$ cat src/sfp_regs.vh
// sfp_regs.vh - constants of the serial flash command engine:
// opcodes, widths, erased value and counter limits.
// assumes it is included by bare name; holds definitions only.
`ifndef SFP_REGS_VH
`define SFP_REGS_VH

// ----------------------------------------------------------------
// opcodes
// ----------------------------------------------------------------
`define SFP_OP_READ_FAST  8'h0B
`define SFP_OP_READ_SLOW  8'h03
`define SFP_OP_READ_DUAL  8'h3B
`define SFP_OP_PROGRAM    8'h02
`define SFP_OP_PAGE_ERASE 8'h81

// ----------------------------------------------------------------
// widths and values
// ----------------------------------------------------------------
`define SFP_ADDR_W        17
`define SFP_PAGE_W        9
`define SFP_ERASED        8'hFF
`define SFP_FIFO_W        8
`define SFP_FIFO_DEPTH    4
`define SFP_PBUF_DEPTH    256

// ----------------------------------------------------------------
// counter limits
// ----------------------------------------------------------------
`define SFP_BIT_LAST      3'h7
`define SFP_BIT_FIRST     3'h0
`define SFP_ABYTE_LAST    2'h2
`define SFP_IDX_LAST      8'hFF
`define SFP_SHIFT_SINGLE  3'h7
`define SFP_SHIFT_DUAL    3'h3

`endif

$ cat src/sfp_fifo.v
// sfp_fifo.v - small synchronous fifo with valid/ready on both sides.
// assumes one clock; flush empties it in one cycle.
`timescale 1ns/1ps
module sfp_fifo #(
	parameter WIDTH = 8,
	parameter DEPTH = 4,
	parameter AW    = 2
) (
	input  wire             clk,
	input  wire             rst_n,
	input  wire             flush,
	input  wire             in_valid,
	output wire             in_ready,
	input  wire [WIDTH-1:0] in_data,
	output wire             out_valid,
	input  wire             out_ready,
	output wire [WIDTH-1:0] out_data
);
	reg [WIDTH-1:0] mem_r [0:DEPTH-1];
	reg [AW-1:0]    wp_r;
	reg [AW-1:0]    rp_r;
	reg [AW:0]      cnt_r;
	wire            push;
	wire            pop;

	// ----------------------------------------------------------------
	// flags
	// ----------------------------------------------------------------
	assign in_ready  = (cnt_r != DEPTH[AW:0]);
	assign out_valid = (cnt_r != {(AW+1){1'b0}});
	assign push      = in_valid & in_ready;
	assign pop       = out_valid & out_ready;
	assign out_data  = mem_r[rp_r];

	// storage has no reset; only pointers and count need a defined value
	always @(posedge clk) begin
		if (push)
			mem_r[wp_r] <= in_data;
	end

	// pointers wrap naturally since depth is a power of two
	always @(posedge clk or negedge rst_n) begin
		if (!rst_n) begin
			wp_r  <= {AW{1'b0}};
			rp_r  <= {AW{1'b0}};
			cnt_r <= {(AW+1){1'b0}};
		end else if (flush) begin
			wp_r  <= {AW{1'b0}};
			rp_r  <= {AW{1'b0}};
			cnt_r <= {(AW+1){1'b0}};
		end else begin
			if (push)
				wp_r <= wp_r + {{(AW-1){1'b0}}, 1'b1};
			if (pop)
				rp_r <= rp_r + {{(AW-1){1'b0}}, 1'b1};
			if (push & ~pop)
				cnt_r <= cnt_r + {{AW{1'b0}}, 1'b1};
			else if (pop & ~push)
				cnt_r <= cnt_r - {{AW{1'b0}}, 1'b1};
		end
	end
endmodule // sfp_fifo

$ cat src/sfp_page_buf.v
// sfp_page_buf.v - 256-byte page buffer, one write and one read port.
// assumes one clock; read data appear one edge after rd_en.
`timescale 1ns/1ps
`include "sfp_regs.vh"
module sfp_page_buf (
	input  wire       clk,
	input  wire       rst_n,
	input  wire       wr_en,
	input  wire [7:0] wr_addr,
	input  wire [7:0] wr_data,
	input  wire       rd_en,
	input  wire [7:0] rd_addr,
	output reg  [7:0] rd_data
);
	reg [7:0] mem_r [0:`SFP_PBUF_DEPTH-1];

	// write port
	always @(posedge clk) begin
		if (wr_en)
			mem_r[wr_addr] <= wr_data;
	end

	// registered read port
	always @(posedge clk or negedge rst_n) begin
		if (!rst_n)
			rd_data <= `SFP_ERASED;
		else if (rd_en)
			rd_data <= mem_r[rd_addr];
	end
endmodule // sfp_page_buf

$ cat src/sfp_flash_engine.v
// sfp_flash_engine.v - command engine of a small spi serial flash:
// single/dual array read, byte/page program, page erase.
// assumes an array port outside (read data one edge after the array
// sees rd_en) and spi pins sampled by clk, far faster than sck.
//
// Overview of operation
// read accepted with fast or slow opcode, then three address bytes
// fast read needs one dummy byte after address, slow read none
// read data shifted out msb first, address counter auto-increments
// read address wraps from top of array to zero without pause
// chip select release ends read at any bit and floats output
// dual read: opcode, three address bytes, one dummy byte
// dual read gives two bits per clock, high bit on serial output
// chip select release floats both output and dual line
// program: opcode, address, data bytes into 256-byte page buffer
// program needs write latch flag; targets erased bytes
// data past page end wraps to start of same page
// more than 256 data bytes keeps only the last 256
// on release buffered bytes are written; unloaded bytes stay erased
// abort unless full address, one data byte, byte-aligned release
// protected target: program not executed, back to idle
// write latch flag cleared whenever a program aborts
// busy while program runs; write latch flag cleared before end
// host should poll status rather than wait worst-case time
// each programmed byte verified; failure sets error flag
// page erase: opcode, then page bit 8, bits 7..0, dummy byte
// on release the page is erased to ones, busy until done
// erase verified; any failing byte sets error flag
// input sampled on rising sck edge, output changed on falling
// unknown opcode ignored until chip select cycles; early release idles
// address bits 23 to 17 ignored
// erase needs latch flag, aligned release, unprotected; latch cleared
`timescale 1ns/1ps
`include "sfp_regs.vh"
module sfp_flash_engine (
	input  wire        clk,
	input  wire        rst_n,
	input  wire        cs_n,
	input  wire        sck,
	input  wire        dual_data_line_in,
	output reg         so_out,
	output reg         so_oe,
	output reg         dual_data_line_out,
	output reg         dual_data_line_oe,
	input  wire        write_latch_set,
	input  wire        write_latch_clr,
	input  wire        protect_en,
	input  wire        err_clr,
	output reg         write_latch_flag,
	output reg         program_erase_error_flag,
	output reg         busy,
	output reg  [16:0] arr_addr,
	output reg         arr_rd_en,
	input  wire [7:0]  arr_rd_data,
	output reg         arr_wr_en,
	output reg  [7:0]  arr_wr_data
);
	// ----------------------------------------------------------------
	// states
	// ----------------------------------------------------------------
	localparam S_IDLE   = 13'h0001;
	localparam S_CMD    = 13'h0002;
	localparam S_ADDR   = 13'h0004;
	localparam S_DUMMY  = 13'h0008;
	localparam S_RDATA  = 13'h0010;
	localparam S_PDATA  = 13'h0020;
	localparam S_ERASE  = 13'h0040;
	localparam S_IGNORE = 13'h0080;
	localparam S_CBUF   = 13'h0100;
	localparam S_CWR    = 13'h0200;
	localparam S_CRD    = 13'h0400;
	localparam S_CWAIT  = 13'h0800;
	localparam S_CCMP   = 13'h1000;

	// command kinds, one-hot
	localparam K_NONE  = 5'h00;
	localparam K_SLOW  = 5'h01;
	localparam K_FAST  = 5'h02;
	localparam K_DUAL  = 5'h04;
	localparam K_PROG  = 5'h08;
	localparam K_ERASE = 5'h10;

	function [4:0] op_kind;
		input [7:0] op;
		begin
			case (op)
			`SFP_OP_READ_SLOW:  op_kind = K_SLOW;
			`SFP_OP_READ_FAST:  op_kind = K_FAST;
			`SFP_OP_READ_DUAL:  op_kind = K_DUAL;
			`SFP_OP_PROGRAM:    op_kind = K_PROG;
			`SFP_OP_PAGE_ERASE: op_kind = K_ERASE;
			default:            op_kind = K_NONE;
			endcase
		end
	endfunction

	// ----------------------------------------------------------------
	// pin synchronisers: {cs_n, sck, data line}
	// ----------------------------------------------------------------
	wire [2:0] pin_raw;
	reg  [2:0] s1_r;
	reg  [2:0] s2_r;
	reg  [2:0] s3_r;
	assign pin_raw = {cs_n, sck, dual_data_line_in};

	genvar gi;
	generate
		for (gi = 0; gi < 3; gi = gi + 1) begin : g_sync
			// idle levels: cs high, sck low, data low
			always @(posedge clk or negedge rst_n) begin
				if (!rst_n) begin
					s1_r[gi] <= (gi == 2);
					s2_r[gi] <= (gi == 2);
					s3_r[gi] <= (gi == 2);
				end else begin
					s1_r[gi] <= pin_raw[gi];
					s2_r[gi] <= s1_r[gi];
					s3_r[gi] <= s2_r[gi];
				end
			end
		end
	endgenerate

	wire cs_fall  = ~s2_r[2] & s3_r[2];
	wire cs_rise  = s2_r[2] & ~s3_r[2];
	wire sck_rise = s2_r[1] & ~s3_r[1] & ~s2_r[2];
	wire sck_fall = ~s2_r[1] & s3_r[1] & ~s2_r[2];
	wire si_s     = s2_r[0];

	// ----------------------------------------------------------------
	// engine registers
	// ----------------------------------------------------------------
	reg [12:0]  st_r;
	reg [4:0]   kind_r;
	reg [6:0]   sr_r;
	reg [2:0]   bit_r;
	reg [1:0]   abyte_r;
	reg [23:0]  addr_r;
	reg         got_r;
	reg [255:0] loaded_r;
	reg [8:0]   page_r;
	reg [7:0]   idx_r;
	reg [7:0]   wdat_r;
	reg         wl_drop_r;
	reg         err_set_r;
	reg [16:0]  pf_addr_r;
	reg         p1_r;
	reg         p2_r;
	reg [7:0]   osr_r;
	reg [2:0]   ocnt_r;

	wire       byte_done = sck_rise & (bit_r == `SFP_BIT_LAST);
	wire [7:0] new_byte  = {sr_r, si_s};
	wire       in_frame  = |(st_r & (S_CMD | S_ADDR | S_DUMMY | S_RDATA |
	                       S_PDATA | S_ERASE | S_IGNORE));
	wire       aligned   = (bit_r == `SFP_BIT_FIRST);
	wire       modifying = |(kind_r & (K_PROG | K_ERASE)) &
	                       |(st_r & (S_ADDR | S_PDATA | S_ERASE));
	wire       exec_prog = st_r[5] & got_r & aligned &
	                       write_latch_flag & ~protect_en;
	wire       exec_era  = st_r[6] & aligned &
	                       write_latch_flag & ~protect_en;
	wire       is_dual   = kind_r[2];

	// page buffer hookup: write during data phase, read during commit
	wire       pb_wr = st_r[5] & byte_done;
	wire [7:0] pb_q;

	sfp_page_buf u_pbuf (
		.clk     (clk),
		.rst_n   (rst_n),
		.wr_en   (pb_wr),
		.wr_addr (addr_r[7:0]),
		.wr_data (new_byte),
		.rd_en   (st_r[8]),
		.rd_addr (idx_r),
		.rd_data (pb_q)
	);

	// prefetch fifo decouples array latency from sck timing
	wire       pf_active = st_r[3] | st_r[4];
	wire       ff_in_ready;
	wire       ff_out_valid;
	wire [7:0] ff_out_data;
	wire       ff_pop = st_r[4] & sck_fall & (ocnt_r == 3'h0);
	// an empty fifo gives erased bits for the whole byte, never stale ones
	wire [7:0] out_byte = ff_out_valid ? ff_out_data : `SFP_ERASED;

	sfp_fifo #(
		.WIDTH (`SFP_FIFO_W),
		.DEPTH (`SFP_FIFO_DEPTH),
		.AW    (2)
	) u_fifo (
		.clk       (clk),
		.rst_n     (rst_n),
		.flush     (cs_rise | cs_fall),
		.in_valid  (p2_r & pf_active),
		.in_ready  (ff_in_ready),
		.in_data   (arr_rd_data),
		.out_valid (ff_out_valid),
		.out_ready (ff_pop),
		.out_data  (ff_out_data)
	);

	// ----------------------------------------------------------------
	// command sequencer
	// ----------------------------------------------------------------
	// a frame opened while busy is dropped whole: only idle acts on its cs fall
	always @(posedge clk or negedge rst_n) begin
		if (!rst_n) begin
			st_r      <= S_IDLE;
			kind_r    <= K_NONE;
			sr_r      <= 7'h00;
			bit_r     <= `SFP_BIT_FIRST;
			abyte_r   <= 2'h0;
			addr_r    <= 24'h000000;
			got_r     <= 1'b0;
			loaded_r  <= {256{1'b0}};
			page_r    <= 9'h000;
			idx_r     <= 8'h00;
			wdat_r    <= `SFP_ERASED;
			wl_drop_r <= 1'b0;
			err_set_r <= 1'b0;
		end else begin
			wl_drop_r <= 1'b0;
			err_set_r <= 1'b0;
			if (sck_rise & in_frame) begin
				sr_r  <= new_byte[6:0];
				bit_r <= bit_r + 3'h1;
			end
			case (1'b1)
			st_r[0]: begin
				if (cs_fall) begin
					st_r  <= S_CMD;
					bit_r <= `SFP_BIT_FIRST;
				end
			end
			st_r[1]: begin
				if (byte_done) begin
					kind_r  <= op_kind(new_byte);
					abyte_r <= 2'h0;
					got_r   <= 1'b0;
					loaded_r <= {256{1'b0}};
					st_r    <= (op_kind(new_byte) == K_NONE) ?
					           S_IGNORE : S_ADDR;
				end
			end
			st_r[2]: begin
				if (byte_done) begin
					addr_r  <= {addr_r[15:0], new_byte};
					abyte_r <= abyte_r + 2'h1;
					if (abyte_r == `SFP_ABYTE_LAST) begin
						case (1'b1)
						kind_r[0]: st_r <= S_RDATA;
						kind_r[3]: st_r <= S_PDATA;
						kind_r[4]: st_r <= S_ERASE;
						default:   st_r <= S_DUMMY;
						endcase
					end
				end
			end
			st_r[3]: begin
				if (byte_done)
					st_r <= S_RDATA;
			end
			st_r[5]: begin
				// page index wraps in 8 bits, overwriting older bytes
				if (byte_done) begin
					loaded_r[addr_r[7:0]] <= 1'b1;
					addr_r[7:0] <= addr_r[7:0] + 8'h01;
					got_r <= 1'b1;
				end
			end
			st_r[8]: st_r <= S_CWR;
			st_r[9]: begin
				if (kind_r[3] & ~loaded_r[idx_r]) begin
					st_r <= S_CCMP;
				end else begin
					wdat_r <= kind_r[4] ? `SFP_ERASED : pb_q;
					st_r   <= S_CRD;
				end
			end
			st_r[10]: st_r <= S_CWAIT;
			st_r[11]: st_r <= S_CCMP;
			st_r[12]: begin
				// verify only bytes actually written
				if ((kind_r[4] | loaded_r[idx_r]) &
				    (arr_rd_data != wdat_r))
					err_set_r <= 1'b1;
				idx_r <= idx_r + 8'h01;
				if (idx_r == `SFP_IDX_LAST) begin
					wl_drop_r <= 1'b1;
					st_r      <= S_IDLE;
				end else begin
					st_r <= S_CBUF;
				end
			end
			default: ;
			endcase
			// release closes every frame; only a complete one commits
			if (cs_rise & in_frame) begin
				if (exec_prog | exec_era) begin
					st_r   <= S_CBUF;
					page_r <= addr_r[16:8];
					idx_r  <= 8'h00;
				end else begin
					st_r <= S_IDLE;
					if (modifying)
						wl_drop_r <= 1'b1;
				end
			end
		end
	end

	// ----------------------------------------------------------------
	// status flags: a set in the clearing cycle wins
	// ----------------------------------------------------------------
	always @(posedge clk or negedge rst_n) begin
		if (!rst_n) begin
			write_latch_flag         <= 1'b0;
			program_erase_error_flag <= 1'b0;
			busy                     <= 1'b0;
		end else begin
			write_latch_flag <= write_latch_set |
			    (write_latch_flag & ~(write_latch_clr | wl_drop_r));
			program_erase_error_flag <= err_set_r |
			    (program_erase_error_flag & ~err_clr);
			busy <= |(st_r & (S_CBUF | S_CWR | S_CRD | S_CWAIT |
			        S_CCMP));
		end
	end

	// ----------------------------------------------------------------
	// array port: prefetch during reads, write/verify during commit
	// ----------------------------------------------------------------
	// issue only when fifo has room and nothing is in flight, so a
	// returning byte always finds a free slot
	always @(posedge clk or negedge rst_n) begin
		if (!rst_n) begin
			arr_addr    <= {`SFP_ADDR_W{1'b0}};
			arr_rd_en   <= 1'b0;
			arr_wr_en   <= 1'b0;
			arr_wr_data <= `SFP_ERASED;
			pf_addr_r   <= {`SFP_ADDR_W{1'b0}};
			p1_r        <= 1'b0;
			p2_r        <= 1'b0;
		end else begin
			arr_rd_en <= 1'b0;
			arr_wr_en <= 1'b0;
			p2_r      <= p1_r;
			p1_r      <= 1'b0;
			if (st_r[2] & byte_done & (abyte_r == `SFP_ABYTE_LAST))
				pf_addr_r <= {addr_r[8:0], new_byte};
			if (pf_active & ~cs_rise & ff_in_ready & ~p1_r & ~p2_r) begin
				arr_addr  <= pf_addr_r;
				arr_rd_en <= 1'b1;
				p1_r      <= 1'b1;
				pf_addr_r <= pf_addr_r + 17'h00001;
			end
			if (st_r[9] & (kind_r[4] | loaded_r[idx_r])) begin
				arr_addr    <= {page_r, idx_r};
				arr_wr_en   <= 1'b1;
				arr_wr_data <= kind_r[4] ? `SFP_ERASED : pb_q;
			end
			if (st_r[10])
				arr_rd_en <= 1'b1;
		end
	end

	// ----------------------------------------------------------------
	// serial output shifter, changes on falling sck
	// ----------------------------------------------------------------
	// an empty fifo at a byte start reads as erased; at the bench
	// sck rate the first byte lands long before it is needed
	always @(posedge clk or negedge rst_n) begin
		if (!rst_n) begin
			so_out             <= 1'b0;
			so_oe              <= 1'b0;
			dual_data_line_out <= 1'b0;
			dual_data_line_oe  <= 1'b0;
			osr_r              <= 8'h00;
			ocnt_r             <= 3'h0;
		end else if (cs_rise | ~st_r[4]) begin
			so_oe             <= 1'b0;
			dual_data_line_oe <= 1'b0;
			ocnt_r            <= 3'h0;
		end else if (sck_fall) begin
			so_oe             <= 1'b1;
			dual_data_line_oe <= is_dual;
			if (ocnt_r == 3'h0) begin
				so_out             <= out_byte[7];
				dual_data_line_out <= out_byte[6];
				ocnt_r <= is_dual ? `SFP_SHIFT_DUAL : `SFP_SHIFT_SINGLE;
				if (is_dual)
					osr_r <= {out_byte[5:0], 2'b00};
				else
					osr_r <= {out_byte[6:0], 1'b0};
			end else begin
				so_out             <= osr_r[7];
				dual_data_line_out <= osr_r[6];
				osr_r  <= is_dual ? {osr_r[5:0], 2'b00} :
				                    {osr_r[6:0], 1'b0};
				ocnt_r <= ocnt_r - 3'h1;
			end
		end
	end
endmodule // sfp_flash_engine

$ cat config.mk
export PLATFORM = sky130hd
export DESIGN_NAME = sfp_flash_engine
export DESIGN_NICKNAME = d
export VERILOG_FILES = /design/src/sfp_fifo.v /design/src/sfp_page_buf.v /design/src/sfp_flash_engine.v
export VERILOG_INCLUDE_DIRS = /design/src /design/src/src
export SDC_FILE = /design/constraint.sdc
export NUM_CORES = 2
export LEC_CHECK = 0
export ABC_AREA = 0
export BUFFER_PORTS_ARGS = -buffer_cell sky130_fd_sc_hd__buf_4
export CAP_MARGIN = 0
export CELL_PAD_IN_SITES_DETAIL_PLACEMENT = 0
export CELL_PAD_IN_SITES_GLOBAL_PLACEMENT = 1
export CORE_ASPECT_RATIO = 1.25
export CORE_MARGIN = 10
export CORE_UTILIZATION = 55
export DETAILED_ROUTE_END_ITERATION = 10
export PLACE_DENSITY = 0.84
export SYNTH_ARGS = -nofsm -noshare
export SYNTH_HDL_FRONTEND = slang
export SYNTH_SLANG_ARGS = --single-unit
$ cat constraint.sdc
create_clock -name clk -period 11.1 [get_ports clk]
set_input_delay 0.555 -clock clk [delete_from_list [all_inputs] [get_ports clk]]
set_output_delay 0.555 -clock clk [all_outputs]
set_load 0.01 [all_outputs]
# After elaboration in Yosys (flattened, before gate mapping)
# Memories as Yosys holds them, arrays and structs flattened. A register that Yosys moved wholly into a read port is not among the register bits.
# Index checks and enable logic that the tools add are counted.
[totals]
ff_bits = 410
ram_bits = 2080
n_memories = 2
[op_classes]
add_sub_neg = 10
n_lt_le_gt_ge = 3
n_eq_ne = 19
n_mux = 125
bitwise = 67
reduce_logical = 33
[memory_table]
columns = ["name", "words", "width", "rd", "rd_clocked_by_memory_dff", "write_ports", "line", "rtl"]
rows = [
  ["u_pbuf.mem_r", 256, 8, 1, 1, 1, "sfp_page_buf.v:15", "reg [7:0] mem_r [0:`SFP_PBUF_DEPTH-1];"],
  ["u_fifo.mem_r", 4, 8, 1, 0, 1, "sfp_fifo.v:19", "reg [WIDTH-1:0] mem_r [0:DEPTH-1];"],
]
[ops]
columns = ["cell", "n"]
rows = [
  ["256-bit 2-to-1 mux", 6],
  ["256-bit OR", 1],
  ["13-bit 2-to-1 mux", 16],
  ["8-bit 2-to-1 mux", 23],
  ["17-bit 2-to-1 mux", 4],
  ["1-bit 2-to-1 mux", 46],
  ["1-bit bitwise AND", 36],
  ["3-bit 2-to-1 mux", 10],
  ["9-bit 2-to-1 mux", 3],
  ["5-bit one-hot mux with 5 select lines", 1],
  ["1-bit NOT", 22],
  ["7-bit 2-to-1 mux", 3],
  ["8-bit by 9-bit less-than comparator with 1-bit output (second input constant)", 2],
  ["17-bit by 1-bit adder with 17-bit output (second input constant)", 1],
  ["8-bit by 1-bit adder with 8-bit output (second input constant)", 2],
  ["8-bit by 2-bit equality test with 1-bit output (second input constant)", 2],
  ["8-bit equality test (second input constant)", 2],
  ["2-bit 2-to-1 mux", 8],
  ["2-bit nonzero test", 8],
  ["5-bit 2-to-1 mux", 3],
  ["5-bit AND reduction", 3],
  ["4-bit by 2-bit != test with 1-bit output (second input constant)", 3],
  ["10-bit nonzero test", 1],
  ["1-bit binary-select mux with 8-bit select", 1],
  ["other kinds (31)", 50],
]

# Logic depth before layout (Yosys ltp)
[logic_depth]
ltp_word = 15
mapped_depth = 17
ltp_nobuf = 10

# By module
# A second synthesis with hierarchy kept.
[hier_totals]
hier_cells = 5726
area_unflattened_um2 = 100227.4
[modules_own_cells]
columns = ["mod", "instances", "cells_per_inst", "area_per_inst_um2", "seq_area_each_um2"]
rows = [
  ["sfp_page_buf", 1, 3816, 79971.7, 61709.2],
  ["sfp_flash_engine", 1, 1821, 18624.1, 10059.6],
  ["sfp_fifo", 1, 89, 1631.6, 1136.1],
]

# Worst setup path after synthesis
# Ideal clock, no wire load.
[synth_timing]
path_type = "register to register"
from = "register sr_r[6]"
to = "register st_r[2]"
setup_ns = 0.128
arrival_ns = 4.379
required_time_ns = 10.972
setup_slack_ns = 6.592
path_stages_with_launch = 8
n_path_buf = 0
period_less_slack_ns = 4.508
cell_sequence = "dfrtp_1 > nor2b_1 > o21ai_0 > o21ai_0 > nand2_1 > a21oi_1 > a31oi_1 > nor2_1"
[synth_via]
elab_chain_cells = 11
word_cells_on_any_way = 15
classes_between = "eq/ne (5); mux (9); reduce/logical (1)"
[synth_lines]
columns = ["element", "line", "rtl"]
rows = [
  ["start: declaration", "sfp_flash_engine.v:135", "reg [6:0] sr_r;"],
  ["start signal: assignment", "sfp_flash_engine.v:228", "sr_r <= new_byte[6:0];"],
  ["8-bit equality test (tied with other cells)", "sfp_flash_engine.v:86", "case (op)"],
  ["5-bit one-hot mux with 5 select lines (*)", "sfp_flash_engine.v:86", ""],
  ["5-bit 2-to-1 mux (*)", "sfp_flash_engine.v:239", "if (byte_done) begin"],
  ["5-bit 2-to-1 mux (*) (2 in a row)", "sfp_flash_engine.v:231", "case (1'b1)"],
  ["5-bit zero test (*)", "sfp_flash_engine.v:244", "st_r <= (op_kind(new_byte) == K_NONE) ?"],
  ["8-bit 2-to-1 mux (*)", "sfp_flash_engine.v:244", ""],
  ["13-bit 2-to-1 mux (*)", "sfp_flash_engine.v:239", ""],
  ["13-bit 2-to-1 mux (*) (2 in a row)", "sfp_flash_engine.v:231", ""],
  ["13-bit 2-to-1 mux (*)", "sfp_flash_engine.v:301", "if (cs_rise & in_frame) begin"],
  ["end signal: assignment", "sfp_flash_engine.v:244", ""],
  ["end: declaration", "sfp_flash_engine.v:133", "reg [12:0] st_r;"],
]
# Every way passes the cells marked *; elsewhere a longest branch is shown, timed or not. The select of a mux whose other input is x is not followed.
# A chain may end at the register's enable or synchronous reset.

==> impl_metrics.json <==
{
  "p_clk_share_pct": 39.5,
  "end_kind": "flip-flop",
  "rsz0062_at_grt": "false",
  "dp_hpwl_um": 152000,
  "post_cts_resize_count": 0,
  "grt_pass1_wl_um": 381000,
  "grt_max_degree": 241,
  "core_um2": 180000,
  "slew_viol_final": 0,
  "die_height_um": 496,
  "slowest_delay_ps": 900,
  "rows": 174,
  "arrival_ps": 5770,
  "clk_pin_slew_ps": 70,
  "cts_hold_buf": 15,
  "post-route-period-util_pct": 45.0,
  "drive_above_1_share_pct": 20.4,
  "syn-num-nets": 5368,
  "final_util_pct": 60.9,
  "regArea_um2": 73000,
  "hp-class": "primary input to flip-flop",
  "switchingPower_mw": 4.31,
  "grt_pass1_vias": 54000,
  "ant_nets": 0,
  "numPlacedInstances": 7508,
  "mostFrequentLayoutCells": "2080 x edfxtp_1, 515 x mux4_2, 374 x dfrtp_1",
  "post-cts-setup-buffers": 0,
  "switching_share_pct": 22.2,
  "synth-edff-count": 2080,
  "grt_overflow": 0,
  "cap_viol_max_count": 0,
  "worst_slew_pin_slew_ps": 1470,
  "final_nets": 5405,
  "ys_warn_count": 0,
  "slew-limit-headroom_pct": 1.70,
  "routed_wl_um": 261000,
  "p_seq_share_pct": 56.8,
  "final-hold-violation-count": 0,
  "grt.total_usage_pct": 26.0,
  "synth_top_cell_area_share_pct": 62.6,
  "start_kind": "flip-flop",
  "status": "finished, final reports clean",
  "die-area_um2": 199000,
  "avgViaCountPerCell": 6.79,
  "ys_types": 76,
  "clock.fmax_ghz": 0.200,
  "powerDensity_nw_per_um2": 177,
  "multi_input_area_um2": 25000,
  "ys_async_sr_fraction_pct": 16.7,
  "holdWs_ps": 67.2,
  "crit_chain": "buf_4 > buf_4 > mux4_2 > o21ai_0 > a211oi_1 > a211oi_1 > a211oi_1 > a211oi_1 > nor2_1",
  "fin_cells": 7933,
  "numPortBuffers": 50,
  "clock_latency_ps": 910,
  "die_w_um": 401,
  "min_period_ps": 5000,
  "synthCells": 5331,
  "cp_max_fo": 52,
  "tns_ps": 0,
  "p_comb_share_pct": 3.8,
  "ir_drop_mv": 0.159,
  "wl_per_cell_um": 32.9,
  "num_vias": 53800,
  "synth.area.top_cells": "edfxtp_1 63%, mux4_2 12%, dfrtp_1 9.7%",
  "setup_violations": 0,
  "syn_area_per_cell_um2": 18.7,
  "syn-cell-area_um2": 99800,
  "netlist.top_cell.by_area": "edfxtp_1",
  "path_common_cell": "a211oi_1",
  "drtIter0Drc": 6601,
  "dr.pass1.iters": 8,
  "power.internal_mw": 15.1,
  "ios": 51,
  "synth_seq_cells": 2496,
  "leakage_nw": 39.1,
  "gp_congestion": 0.839,
  "finClkSkew_ps": 62.4,
  "drc": 0,
  "numCtsBuffers": 219,
  "syn_to_final_growth_pct": 10.0,
  "num-fill-cells": 12300,
  "fin_ws_ps": 6100,
  "synth_seq_area_share_pct": 73.0,
  "cts_tree": "done",
  "cp_data_required_time_ps": 11870,
  "synth_flop_cell": "edfxtp_1",
  "antenna_found_initial": 7,
  "final_common_cell": "edfxtp_1",
  "cts.sinks": 2496,
  "cts-root-buf": "clkbuf_16",
  "cts_buffer_depth": 3,
  "crit_type": "flip-flop to flip-flop",
  "initial_core_util_pct": 55.4,
  "crit_slowest_cell": "buf_4",
  "cts_max_level": 4,
  "pre_cts_ws_ps": 6130
}
## power by group through the flow
stage	Combinational [mW]	Clock [mW]	Sequential, mW
after floorplan	0.0847	0	11.5
after global placement	0.678	0	11.2
after detailed placement	0.730	0	11.2
after CTS	0.732	7.74	11.0
after global routing	0.796	8.10	11.1
final	0.736	7.68	11.0
## cells in the mapped netlist (6+ instances only)
cell and instances:
clkbuf_1 221, o21ai_0 87, and2_1 11, and3_1 11
buf_2 42, o22a_1 6, or2_2 15, nor3_1 65
nand4_1 15, nor4_1 16, xor2_1 8, a31oi_1 10
a22o_1 245, inv_1 39, xnor2_1 12, o221ai_1 110
mux2i_1 262, a211oi_1 25, edfxtp_1 2080, buf_8 12
mux4_1 16, dfstp_2 28, o22ai_1 61, nand3_1 45
a32oi_1 9, nor2b_1 16, buf_1 26, ha_1 19
nor2_1 368, or4_1 12, a2111oi_0 7, a311oi_1 11
mux2_2 52, o311a_1 9, a21oi_1 117, buf_6 29
o21ai_1 9, nand2b_1 19, dfrtp_1 388, nand2_1 159
a22oi_1 13, buf_4 33, mux4_2 515
## cell families (layout without fill, tap and decap cells)
| logic type | count (synthesis) | after routing | share of synthesized area (%) |
|---|---|---|---|
| simple gates | 764 | 764 | 3.37 |
| fa+ha+maj | 20 | 20 | 0.258 |
| flops | 2496 | 2496 | 73.0 |
| mux | 848 | 848 | 15.3 |
| buf+inv | 404 | 624 | 2.05 |
| xor+xnor | 20 | 20 | 0.175 |
| compound gates | 779 | 779 | 5.83 |
| other cells | 0 | 6 | 0 |
## through the flow
stage	total power [mW]	area (um2)
after global routing	20.0	110000
after CTS	19.5	110000
after global placement	11.9	102000
final	19.5	110000
after detailed placement	12.0	102000
after floorplan	11.6	99800
## worst max-delay path: cells and delay by family (launching register included)
kind,cells,cell delay [ps]
simple gates,1,120
flops,1,790
compound gates,5,1590
mux,1,660
buf+inv,2,1610
## final timing paths
path,slack [ps],to,cells past startpoint,startpoint
max,6100,u_pbuf.rd_data[3]$_DFFE_PN1P_,9,idx_r[0]$_DFF_PN0_
min,70,wl_drop_r$_DFF_PN0_,4,protect_en
max reg2reg,6100,u_pbuf.rd_data[3]$_DFFE_PN1P_,9,idx_r[0]$_DFF_PN0_
min reg2reg,380,s2_r[2]$_DFF_PN1_,0,s1_r[2]$_DFF_PN1_
max in group asynchronous,8550,sr_r[5]$_DFFE_PN0P_,4,rst_n
min in group asynchronous,250,loaded_r[41]$_DFFE_PN0P_,2,rst_n
## sequential cells by signal, summed over array words and instances (netlist names), 3 cells and up
| name | count |
|---|---|
| addr_r | 17 |
| u_fifo.cnt_r | 3 |
| arr_addr | 17 |
| arr_wr_data | 8 |
| idx_r | 8 |
| bit_r | 3 |
| u_fifo.mem_r | 32 |
| u_pbuf.mem_r | 2048 |
| pf_addr_r | 17 |
| sr_r | 7 |
| page_r | 9 |
| st_r | 13 |
| u_pbuf.rd_data | 8 |
| s1_r | 3 |
| ocnt_r | 3 |
| loaded_r | 256 |
| kind_r | 4 |
| osr_r | 7 |
| wdat_r | 8 |
## metal layers
metal  wire [um]  track usage [%]  vias to the layer above  part of all wire [%]
met5          27                0                        -                 0.010
met4       15900             13.9                        4                   6.1
met3       23600             5.10                      710                   9.1
met2      128000             42.5                     3121                    49
met1       93200             33.1                    28200                    36
li1            -                -                    21800                     -
## final cells by class
cell class	count	share of cell area, %
inverter	41	0.149
antenna	6	0.0137
sequential	2496	66.4
multi-input combinational	2431	22.7
tap	2376	2.71
timing repair buffer	179	1.40
clock inverter	134	1.36
clock buffer	270	5.22
Note: power is estimated with default switching activity, not from simulation.
